**config.mk**
```make
export PLATFORM = sky130hd
export DESIGN_NAME = gtc_count_core
export DESIGN_NICKNAME = d
export VERILOG_FILES = /design/src/gtc_count_core.v
export VERILOG_INCLUDE_DIRS = /design/src
export SDC_FILE = /design/constraint.sdc
export NUM_CORES = 1
export LEC_CHECK = 0
export BUFFER_PORTS_ARGS = -buffer_cell sky130_fd_sc_hd__clkbuf_2
export CORE_UTILIZATION = 35
export DETAILED_ROUTE_END_ITERATION = 16
export PLACE_DENSITY = 0.52
export SLEW_MARGIN = 25
export SYNTH_ARGS = -nofsm -noshare
export SYNTH_HDL_FRONTEND = slang
export SYNTH_SLANG_ARGS = --single-unit
```
**constraint.sdc**
```tcl
create_clock -name ref_clk -period 6.4 [get_ports ref_clk]
set_input_delay 1.28 -clock ref_clk [delete_from_list [all_inputs] [get_ports ref_clk]]
set_output_delay 1.28 -clock ref_clk [all_outputs]
set_load 0.02 [all_outputs]
```
**src/gtc_defines.vh**
```
/*
 * Constants for the general timer counting core: operating mode codes,
 * compare output action codes, count limits and reset values.
 * Assumes the includer wants plain text macros only; no logic lives here.
 */
//
// Functional notes
// single shot: wrap pulse, halt, clear run
// wrap pulse lasts exactly one clock
// continuous: roll to zero sets overflow flag
// encoder mode: direction from count sense input
// encoder wraps up to zero, down to max
// filter accepts level after N equal samples
// each filter has own rate and count
// optional inversion of trigger and channels
// edge detect reports rising or falling
// capture copies count, optional interrupt request
// compare match drives output, optional interrupt
// per channel output mode picks match action
// flip disabled: both flip outputs low
// flip enabled: opposite levels, toggle on wrap
// mode field selects timer/counter/trigger/gated
// timer mode counts prescaled bus clock ticks
// counter source select: trigger pin or cascade
// invert picks counting edge of trigger pin
// counter mode advances, wraps to zero
// divide by value+1 bus, value trigger
// new prescale applies at wrap or start
// reload value change takes effect immediately
// single clock domain, count enable strobes
`ifndef GTC_DEFINES_VH
`define GTC_DEFINES_VH

`define GTC_MODE_TIMER    2'h0
`define GTC_MODE_COUNTER  2'h1
`define GTC_MODE_TRIGGER  2'h2
`define GTC_MODE_GATED    2'h3

`define GTC_OUT_FORCE_LOW  4'h8
`define GTC_OUT_FORCE_HIGH 4'h9
`define GTC_OUT_MATCH_LOW  4'hA
`define GTC_OUT_MATCH_HIGH 4'hB

`define GTC_COUNT_MAX      16'hFFFF
`define GTC_COUNT_RESET    16'h0000
`define GTC_FLT_CNT_RESET  3'h0
`define GTC_DIV_RESET      3'h0
`define GTC_PS_RESET       16'h0000
`define GTC_ARM_RESET      3'h0
`define GTC_ARM_CYCLES     3'h4

`endif

```
**src/gtc_count_core.v**
```verilog
/*
 * Counting core of a 16-bit general timer: prescaler, up/down counter,
 * input filters with polarity and edge detect, four capture/compare
 * channels and a complementary flip output pair.
 * Assumes all control inputs come from software logic on ref_clk; only
 * the trigger and channel pins are asynchronous and are synchronised here.
 * Capture sources are the pins only; interrupt flags and their enables
 * beyond the per-channel request pulse live outside this core, and
 * compare action codes other than the four listed hold the output.
 */
`include "gtc_defines.vh"
`default_nettype none

module gtc_count_core (
    // clock and reset
    input  wire        ref_clk,
    input  wire        rst_b,
    // run control
    input  wire        swRunSet,
    input  wire        swRunClear,
    output reg         runEnable,
    // mode configuration
    input  wire [1:0]  mode,
    input  wire        singleShotSelect,
    input  wire [1:0]  quadratureModeSelect,
    input  wire        countSense,
    input  wire        triggerSourceSelect,
    // prescaler and counter
    input  wire [15:0] prescaleValue,
    input  wire [15:0] reloadValue,
    input  wire        countLoad,
    input  wire [15:0] countLoadValue,
    output reg  [15:0] countValue,
    // counter events
    output reg         wrapPulse,
    output reg         underflowPulse,
    output reg         overflowFlag,
    input  wire        overflowFlagClear,
    // trigger inputs
    input  wire        externalTriggerInput,
    input  wire        internalCascadeTrigger,
    input  wire [3:0]  extTriggerFilterCfg,
    input  wire        extTriggerInvert,
    // channel configuration
    input  wire [3:0]  channelPin,
    input  wire [15:0] channelFilterCfg,
    input  wire [3:0]  channelInvert,
    input  wire [3:0]  channelCompareSelect,
    input  wire [15:0] channelOutputMode,
    input  wire [3:0]  channelIrqEnable,
    input  wire [3:0]  channelValueWrite,
    input  wire [15:0] channelValueData,
    // channel results
    output wire [63:0] channelCaptureValue,
    output wire [3:0]  channelOut,
    output wire [3:0]  channelIrqRequest,
    // edge reports, bit 0 trigger, bits 4:1 channels
    output wire [4:0]  edgeRise,
    output wire [4:0]  edgeFall,
    // flip outputs
    input  wire        flipOutputEnable,
    output wire        flipOutPos,
    output wire        flipOutNeg
);

    // pin synchronisers, index 0 is the trigger pin
    // every pin crosses two flops before any logic looks at it; a pulse
    // shorter than the filter's sample period can slip through unseen
    wire [4:0]  rawIn = {channelPin, externalTriggerInput};
    wire [19:0] cfgAll = {channelFilterCfg, extTriggerFilterCfg};
    wire [4:0]  invAll = {channelInvert, extTriggerInvert};
    reg  [4:0]  syncA;
    reg  [4:0]  syncB;
    reg  [2:0]  sampleDiv;
    wire [4:0]  filtLvl;
    wire [4:0]  polLvl;
    // edges stay quiet until sync and filter hold real pin levels, so an
    // idle-high pin or a preset invert gives no false edge after reset
    reg  [2:0]  armCnt;
    wire        edgeArmed = (armCnt == `GTC_ARM_CYCLES);

    always @(posedge ref_clk or negedge rst_b) begin
        if (!rst_b) begin
            syncA     <= 5'h00;
            syncB     <= 5'h00;
            sampleDiv <= `GTC_DIV_RESET;
            armCnt    <= `GTC_ARM_RESET;
        end else begin
            syncA     <= rawIn;
            syncB     <= syncA;
            sampleDiv <= sampleDiv + 3'h1;
            if (!edgeArmed) begin
                armCnt <= armCnt + 3'h1;
            end
        end
    end

    genvar i;
    generate
        for (i = 0; i < 5; i = i + 1) begin : g_input
            wire [3:0] cfg = cfgAll[4*i+:4];
            // sample period 1,2,4,8 clocks, run length 1,2,4,8 samples
            // a run length of one sample passes the level straight through
            wire [2:0] rateMask = {cfg[3:2] == 2'h3, cfg[3], cfg[3:2] != 2'h0};
            wire [2:0] runTarget = {cfg[1:0] == 2'h3, cfg[1], cfg[1:0] != 2'h0};
            wire       sampleTick = ((sampleDiv & rateMask) == 3'h0);
            wire       inLvl = syncB[i];
            reg        cand;
            reg  [2:0] runCnt;
            reg        fLvl;
            reg        pLvl;
            reg        rise;
            reg        fall;
            wire       invLvl = fLvl ^ invAll[i];

            assign filtLvl[i]  = fLvl;
            assign polLvl[i]   = pLvl;
            assign edgeRise[i] = rise;
            assign edgeFall[i] = fall;

            always @(posedge ref_clk or negedge rst_b) begin
                if (!rst_b) begin
                    cand   <= 1'b0;
                    runCnt <= `GTC_FLT_CNT_RESET;
                    fLvl   <= 1'b0;
                end else if (!edgeArmed) begin
                    // preload from the pin rather than filter up from zero
                    cand <= inLvl;
                    fLvl <= inLvl;
                end else if (sampleTick) begin
                    if (inLvl != cand) begin
                        cand   <= inLvl;
                        runCnt <= `GTC_FLT_CNT_RESET;
                        if (runTarget == 3'h0)
                            fLvl <= inLvl;
                    end else if (runCnt != runTarget) begin
                        runCnt <= runCnt + 3'h1;
                        if (runCnt + 3'h1 == runTarget)
                            fLvl <= inLvl;
                    end
                end
            end

            // edge reports follow the polarity-corrected level
            always @(posedge ref_clk or negedge rst_b) begin
                if (!rst_b) begin
                    pLvl <= 1'b0;
                    rise <= 1'b0;
                    fall <= 1'b0;
                end else begin
                    pLvl <= invLvl;
                    rise <= edgeArmed & invLvl & ~pLvl;
                    fall <= edgeArmed & ~invLvl & pLvl;
                end
            end
        end
    endgenerate

    // trigger source and count source selection
    // cascade input shares our clock, so it needs no synchroniser
    reg  itrPrev;
    wire itrRise = internalCascadeTrigger & ~itrPrev;
    // invert already applied, so the rising report follows the chosen edge
    wire trigEvent = triggerSourceSelect ? itrRise : edgeRise[0];
    wire trigSrc = (mode == `GTC_MODE_COUNTER);
    reg  srcEvent;

    // timer and trigger-start count every bus clock through the divider;
    // gated mode holds the divider still while the gate is closed, so a
    // reopened gate resumes mid-period rather than restarting it
    always @* begin
        case (mode)
            `GTC_MODE_TIMER:   srcEvent = 1'b1;
            `GTC_MODE_COUNTER: srcEvent = trigEvent;
            `GTC_MODE_TRIGGER: srcEvent = 1'b1;
            `GTC_MODE_GATED:   srcEvent = polLvl[0];
            default:           srcEvent = 1'b0;
        endcase
    end

    // prescaler as a count strobe, never a derived clock
    // counter mode divides by the value itself, so zero is taken as one
    reg  [15:0] psActive;
    reg  [15:0] psCnt;
    wire [15:0] psLimit = trigSrc ? ((psActive == 16'h0000) ? 16'h0000
                                     : psActive - 16'h0001)
                                  : psActive;
    wire        countTick = runEnable & srcEvent & (psCnt == psLimit);

    // counter step decisions
    // reload is compared live: lowering it below the count lets the count
    // run on to the top before wrapping, so software keeps it above
    wire quadrature_mode_select = (quadratureModeSelect != 2'h0);
    wire atReload = (countValue == reloadValue);
    wire atZero = (countValue == `GTC_COUNT_RESET);
    wire upWrap = countTick & atReload & (~quadrature_mode_select | countSense);
    wire downWrap = countTick & quadrature_mode_select & ~countSense & atZero;
    wire oneShotStop = upWrap & ~quadrature_mode_select & singleShotSelect;
    wire trigStart = (mode == `GTC_MODE_TRIGGER) & trigEvent;
    wire next_runEnable = (runEnable & ~swRunClear & ~oneShotStop)
                          | swRunSet | trigStart;

    // run control; a software set wins over every clear, and in
    // trigger-start mode a trigger edge sets the run bit as well
    always @(posedge ref_clk or negedge rst_b) begin
        if (!rst_b) begin
            itrPrev   <= 1'b0;
            runEnable <= 1'b0;
        end else begin
            itrPrev   <= internalCascadeTrigger;
            runEnable <= next_runEnable;
        end
    end

    // prescaler shadow and divider
    // shadow loads on wrap so a changed divide starts on a clean period
    always @(posedge ref_clk or negedge rst_b) begin
        if (!rst_b) begin
            psActive <= `GTC_PS_RESET;
            psCnt    <= `GTC_PS_RESET;
        end else begin
            // stopped: shadow follows, so a start picks up the new value
            if (!runEnable || upWrap) begin
                psActive <= prescaleValue;
            end
            if (!runEnable) begin
                psCnt <= `GTC_PS_RESET;
            end else if (srcEvent) begin
                psCnt <= countTick ? `GTC_PS_RESET : psCnt + 16'h0001;
            end
        end
    end

    // wrap events and the sticky overflow flag
    // pulses last one clock and need no software clear
    always @(posedge ref_clk or negedge rst_b) begin
        if (!rst_b) begin
            wrapPulse      <= 1'b0;
            underflowPulse <= 1'b0;
            overflowFlag   <= 1'b0;
        end else begin
            wrapPulse      <= upWrap;
            underflowPulse <= downWrap;
            // a new overflow beats a clear in the same cycle
            if (upWrap & ~quadrature_mode_select & ~singleShotSelect) begin
                overflowFlag <= 1'b1;
            end else if (overflowFlagClear) begin
                overflowFlag <= 1'b0;
            end
        end
    end

    // the count itself; a software load beats a count step
    always @(posedge ref_clk or negedge rst_b) begin
        if (!rst_b) begin
            countValue <= `GTC_COUNT_RESET;
        end else if (countLoad) begin
            countValue <= countLoadValue;
        end else if (countTick) begin
            if (quadrature_mode_select && !countSense) begin
                countValue <= atZero ? `GTC_COUNT_MAX
                                     : countValue - 16'h0001;
            end else if (atReload) begin
                countValue <= `GTC_COUNT_RESET;
            end else begin
                countValue <= countValue + 16'h0001;
            end
        end
    end

    // capture and compare channels, one register set each
    // capture takes both edges; the edge report already carries polarity
    generate
        for (i = 0; i < 4; i = i + 1) begin : g_chan
            wire [3:0]  outMode = channelOutputMode[4*i+:4];
            wire        isCompare = channelCompareSelect[i];
            wire        capEvent = ~isCompare & (edgeRise[i+1] | edgeFall[i+1]);
            reg  [15:0] ccValue;
            reg         matchPrev;
            reg         outLvl;
            reg         irqReq;
            wire        match = (countValue == ccValue);
            wire        matchEvent = isCompare & match & ~matchPrev;

            assign channelCaptureValue[16*i+:16] = ccValue;
            assign channelOut[i]                 = outLvl;
            assign channelIrqRequest[i]          = irqReq;

            always @(posedge ref_clk or negedge rst_b) begin
                if (!rst_b) begin
                    ccValue   <= `GTC_COUNT_RESET;
                    matchPrev <= 1'b0;
                    outLvl    <= 1'b0;
                    irqReq    <= 1'b0;
                end else begin
                    matchPrev <= match;
                    // capture beats a software write in the same cycle
                    if (capEvent) begin
                        ccValue <= countValue;
                    end else if (channelValueWrite[i]) begin
                        ccValue <= channelValueData;
                    end
                    if (isCompare) begin
                        case (outMode)
                            `GTC_OUT_FORCE_LOW:  outLvl <= 1'b0;
                            `GTC_OUT_FORCE_HIGH: outLvl <= 1'b1;
                            `GTC_OUT_MATCH_LOW:
                                if (matchEvent) outLvl <= 1'b0;
                            `GTC_OUT_MATCH_HIGH:
                                if (matchEvent) outLvl <= 1'b1;
                            default: outLvl <= outLvl;
                        endcase
                    end
                    // request is a one-clock pulse; flags live outside
                    irqReq <= channelIrqEnable[i] & (capEvent | matchEvent);
                end
            end
        end
    endgenerate

    // flip output pair
    // the pair leaves reset and disable with the positive pin high, and
    // both pins are gated by the enable so a disabled pair rests low
    reg flipState;

    always @(posedge ref_clk or negedge rst_b) begin
        if (!rst_b) begin
            flipState <= 1'b1;
        end else if (!flipOutputEnable) begin
            flipState <= 1'b1;
        end else if (wrapPulse) begin
            flipState <= ~flipState;
        end
    end

    assign flipOutPos = flipOutputEnable & flipState;
    assign flipOutNeg = flipOutputEnable & ~flipState;

endmodule

`default_nettype wire

```
After elaboration in Yosys (flattened, before gate mapping)
Index checks and enable logic that the tools add are counted.

operators by class
  $add $sub $neg = 11
  eq/ne operators = 86
  mux-type cells = 91
  bitwise operators = 98
  reduce and logical (&&, ||, !) cells = 63

operators with widths
  kind                                                 count
  two-way mux 16 bit                                   18
  equality test 16 bit                                 6
  equality test 4 bit (second input constant)          16
  two-way mux 1 bit                                    58
  AND 1 bit                                            52
  nonzero test 2 bit                                   22
  AND reduction 4 bit                                  9
  adder 16 x 1 -> 16 bit (second input constant)       2
  zero test 16 bit                                     2
  subtractor 16 x 1 -> 16 bit (second input constant)  2
  zero test 3 bit                                      10
  two-way mux 3 bit                                    10
  != test 3 x 1 -> 1 bit (second input constant)       10
  NOT 1 bit                                            25
  equality test 2 bit (second input constant)          12
  != test 2 x 1 -> 1 bit (second input constant)       11
  adder 3 x 1 -> 3 bit (second input constant)         7
  != test 2 bit (second input constant)                9
  case mux 1 bit (4 select lines)                      4
  nonzero test 4 bit                                   4
  AND 3 bit                                            5
  equality test 3 bit                                  5
  != test 3 x 2 -> 1 bit (second input constant)       5
  != test 3 bit                                        5
  other kinds (13)                                     40

storage, ports and cells
  flip-flop bits (word level) = 186
  bits of input ports = 137
  output and inout port bits = 104
  logic and storage cells = 408

Depth between registers and ports, before layout
  word-level depth = 14
  gate-level depth with buffers = 13
  mapped depth without buffers = 10

Worst setup path after synthesis
No wires, ideal clock.

  path kind = input to register
  start point = input mode[1]
  end point = register psActive[10]
  setup time = 125 ps
  data arrival time = 4,109 ps
  required time = 6,275 ps
  setup slack = 2,166 ps
  cell stages on the path = 10
  path buffers = 2
  cell sequence = or4b_1 -> buf_2 -> nor4b_1 -> xor2_1 -> a211oi_1 -> nand4b_1 -> or4b_4 -> o31ai_4 -> buf_8 -> mux2_4

on the way
  word-level cells in the longest chain between the ends = 8
  elaborated cells between the ends (all ways) = 13
  classes of those cells = eq/ne (4); mux (2); bitwise (4); reduce/logical (3)

RTL lines
  element                                                        RTL line              source
  start: declaration                                             gtc_count_core.v:23   input wire [1:0] mode,
  equality test 2 bit / zero test 2 bit (equally long branches)  gtc_count_core.v:172  case (mode)
  OR reduction 2 bit (no source line)                            -
  case mux 1 bit (3 select lines)                                gtc_count_core.v:172
  AND 1 bit                                                      gtc_count_core.v:188  wire countTick = runEnable & srcEvent & (psCnt == psLimit);
  AND 1 bit (*)                                                  gtc_count_core.v:188
  AND 1 bit (*) (2 in a row)                                     gtc_count_core.v:196  wire upWrap = countTick & atReload & (~quadrature_mode_select | countSense);
  logical OR 1 bit (*)                                           gtc_count_core.v:223  if (!runEnable || upWrap) begin
  end signal: assignment                                         gtc_count_core.v:219  psActive <= `GTC_PS_RESET;
  end signal: assignment                                         gtc_count_core.v:224  psActive <= prescaleValue;
  end: declaration                                               gtc_count_core.v:183  reg [15:0] psActive;

Mark *: on every way between the ends. The rest lies on a longest branch, timed or not.
A chain may end at the register's enable or synchronous reset.

Worst setup path after layout
  start point = input mode[0]
  end point = register psActive[0]

Same word-level chain as after synthesis.

==> summary.md <==
| Metric | Value |
|---|---|
| Status | finished, final reports clean |
| Sw Ratio | between 40 and 50% |
| Leakage power | between 5 and 6 nW |
| Worst-Skew Late Latency | 0.45 ns |
| Clock root buffer | clkbuf_16 |
| Setup TNS | 0 ns |
| Remaining Overflow, GRT | 0 |
| Mapped Cells | 1285 |
| Final number of max-transition violations | 0 |
| Top_reg_cell synth | dfrtp_1 |
| Starting density of the core | between 30% and 40% |
| Slowest CP cell | or4b_4 |
| Setup-violating endpoint count in the final report | 0 |
| Via count | roughly 10000 |
| Slew HR | 44.6% |
| Ranking of synthesized cells by area | dfrtp_1, xnor2_1, mux2i_1 |
| Detailed-route wire length per cell | ~19 um |
| Avg Cell Area, Syn | 9.04 um^2 |
| Clock power share | ~23% |
| Mapped Nets | 1435 |
| Port Buffer Count | 240 |
| Initial drt markers | around 640 |
| Fmax achieved | between 0.2 and 0.25 GHz |
| Critical Path Start Type | input pin |
| M1 WL | 17.5 mm |
| Max FO, Critical Path | 21 |
| Final WS setup | 2.01 ns |
| Min Tclk post-route | around 4.4 ns |
| DRC violations left | 0 |
| Maximum vdd ir drop | 0.000176 V |
| Setup Slack @ Placement | around 1.6 ns |
| Power per cell area | ~350 nW/um^2 |
| Syn-to-layout area delta | 17.7% |
| WP data required | approximately 6.7 ns |
| Post-CTS Setup Inserts | 0 |
| Vias per cell | ~5.3 |
| Antenna-violating nets left | 0 |
| CP Cell Sequence | clkbuf_2 -> nor2b_1 -> nand2_1 -> o311a_1 -> o41ai_1 -> nand4_1 -> or4b_4 -> o31ai_4 -> buf_4 -> mux2_2 |
| Met3 routed WL | approximately 1.6 mm |
| Post-synth EDFFs | 0 |
| N_diodes | 0 |
| H-tree depth | 4 |
| Num CTS Buffers | 17 |
| Global-route wire length before repair | approximately 57 mm |
| Vias in the first global route | roughly 9700 |
| Mapped Area | approximately 12000 um^2 |
| Most frequent cells in the layout | clkbuf_2, dfrtp_1, nor2_1, nand2_1, a21oi_1 |
| Max layer used | met4 |
| Area leader, netlist | dfrtp_1 |
| Clk slew on worst S/H paths | about 0.07 ns |
| Top cell type's share of synthesized area | 39.8% |
| Psw | slightly below 2 mW |
| Register share of total power | about two fifths |
| Initial antenna violation count | 0 |
| Clock tree sinks | roughly 190 |
| RSZ-0062 raised after global routing | no |
| Tot GR Track Use | ~22% |
| Final WL | between 30 and 40 mm |
| Hold Path Class | reg2reg |
| Setup Skew | ~0.011 ns |
| Int Power | ~2.8 mW |
| Row count | 66 |
| Clock tree buffer depth | 2 |
| Hold Fails Final Rpt | 0 |
| Most common cell after layout, fill and taps aside | clkbuf_2 |
| CP arrival | about 4.7 ns |
| Tcrit/Tclk final | between 60 and 70% |
| Async set-reset flop share out of synthesis | 100% |
| Register area share after synthesis | about two fifths |
| Die area | 33900 um^2 |
| Top Ports | approximately 240 |
| Gate power share | between 30% and 40% |
| GP Congestion | about 0.90 |
| Biggest cell delay along the critical path | approximately 0.74 ns |
| Met2 WL post-DR | ~17 mm |
| Distinct cells, synth | 75 |
| Post-CTS Resized | 0 |
| Final Net Count | approximately 1600 |
| Die height | around 180 um |
| # hold bufs at CTS | 0 |
| Largest net degree at the start of global routing | 97 |
| Worst Path Class, Setup | in2reg |
| Die width | 184 um |
| CORE AREA | approximately 33000 um^2 |
| CTS tree | done |
| #FFs+latches synth | 186 |
| Worst-margin pin slew | around 0.8 ns |
| Setup crit end kind | flip-flop |
| Maxcap violations | 0 |
| First drt pass iteration count | 5 |
| Share of cells above drive strength 1 | between 20% and 30% |
| Worst hold slack | about 0.35 ns |
| DP HPWL | 26.4 mm |
| YS warnings | 0 |
## cell type report
type,instances,area (um^2)
clock buffer,22,484
fill,3345,18900
clock inverter,10,106
timing repair buffer,263,1400
inverter,31,116
tap,442,553
sequential,186,4660
multi-input combinational,961,6370
## cell families after synthesis
| group | after synthesis | synth area share, % |
|---|---|---|
| adders and majority gates | 13 | 1.40 |
| muxes | 104 | 9.63 |
| DFF | 186 | 40.1 |
| and+or+nand+nor | 427 | 18.0 |
| buffers and inverters | 138 | 5.23 |
| AOI/OAI and AO/OA | 294 | 16.4 |
| xor gates and xnor gates | 123 | 9.27 |
## power by group through the flow
| stage | Sequential [mW] | Combinational (mW) | Clock (mW) |
|---|---|---|---|
| floorplan | 1.98 | 1.07 | 0 |
| global placement | 1.87 | 1.77 | 0 |
| detailed placement | 1.88 | 1.79 | 0 |
| CTS | 1.86 | 1.80 | 1.11 |
| global route | 1.91 | 1.96 | 1.16 |
| finish | 1.86 | 1.78 | 1.08 |
## through the flow
stage	cell area [um^2]	total power [mW]	instances	utilization, %
detailed placement	13100	3.67	1883	40.1
floorplan	11600	3.05	1285	-
global placement	13100	3.64	1883	40.1
finish	13700	4.72	1915	41.9
CTS	13700	4.77	1915	41.9
global route	13700	5.03	1915	41.9
## Yosys cell counts, drive strengths merged (18+ instances only)
master and number:
nor2 125, mux2 32, nand3 41, nor3 33, o21ai 63, nand2 102
xnor2 92, inv 30, nand2b 18, a21oi 101, dfrtp 185, mux2i 72
a211oi 21, xor2 31, buf 25, clkbuf 82, o211ai 19, nand4 21
## state kept, by name (all words and copies together), names as in the netlist, 4 cells and up
name,count
g_chan.ccValue,64
countValue,16
psActive,16
psCnt,16
g_input.runCnt,15
g_input.cand,5
g_input.fLvl,5
g_input.fall,5
g_input.pLvl,5
g_input.rise,5
syncA,5
syncB,5
g_chan.irqReq,4
g_chan.matchPrev,4
g_chan.outLvl,4
## metal layers
metal | up-vias | global-route usage (%)
met5 | - | 0
met4 | 0 | 5.87
li1 | 4922 | -
met3 | 24 | 3.22
met1 | 4920 | 30.5
met2 | 295 | 35.2
## worst max-delay path: cells and delay by family
kind            cells  cell delay (ns)
mux                 1             0.37
buf+inv             2             0.44
simple gates        4             1.63
compound gates      3             0.99
## final timing paths
check	start	endpoint	slack, ns	cells after the start
hold reg to reg	syncA[3]	syncB[3]	0.35	0
setup / recovery	mode[0]	psActive[0]	2.01	10
max in group asynchronous	rst_b	flipState	4.50	2
setup reg to reg	psActive[4]	psActive[0]	2.09	9
min in group asynchronous	rst_b	g_chan[1].outLvl	0.88	1
hold / removal	syncA[3]	syncB[3]	0.35	0
No activity file was read; power rests on OpenSTA's default activity.
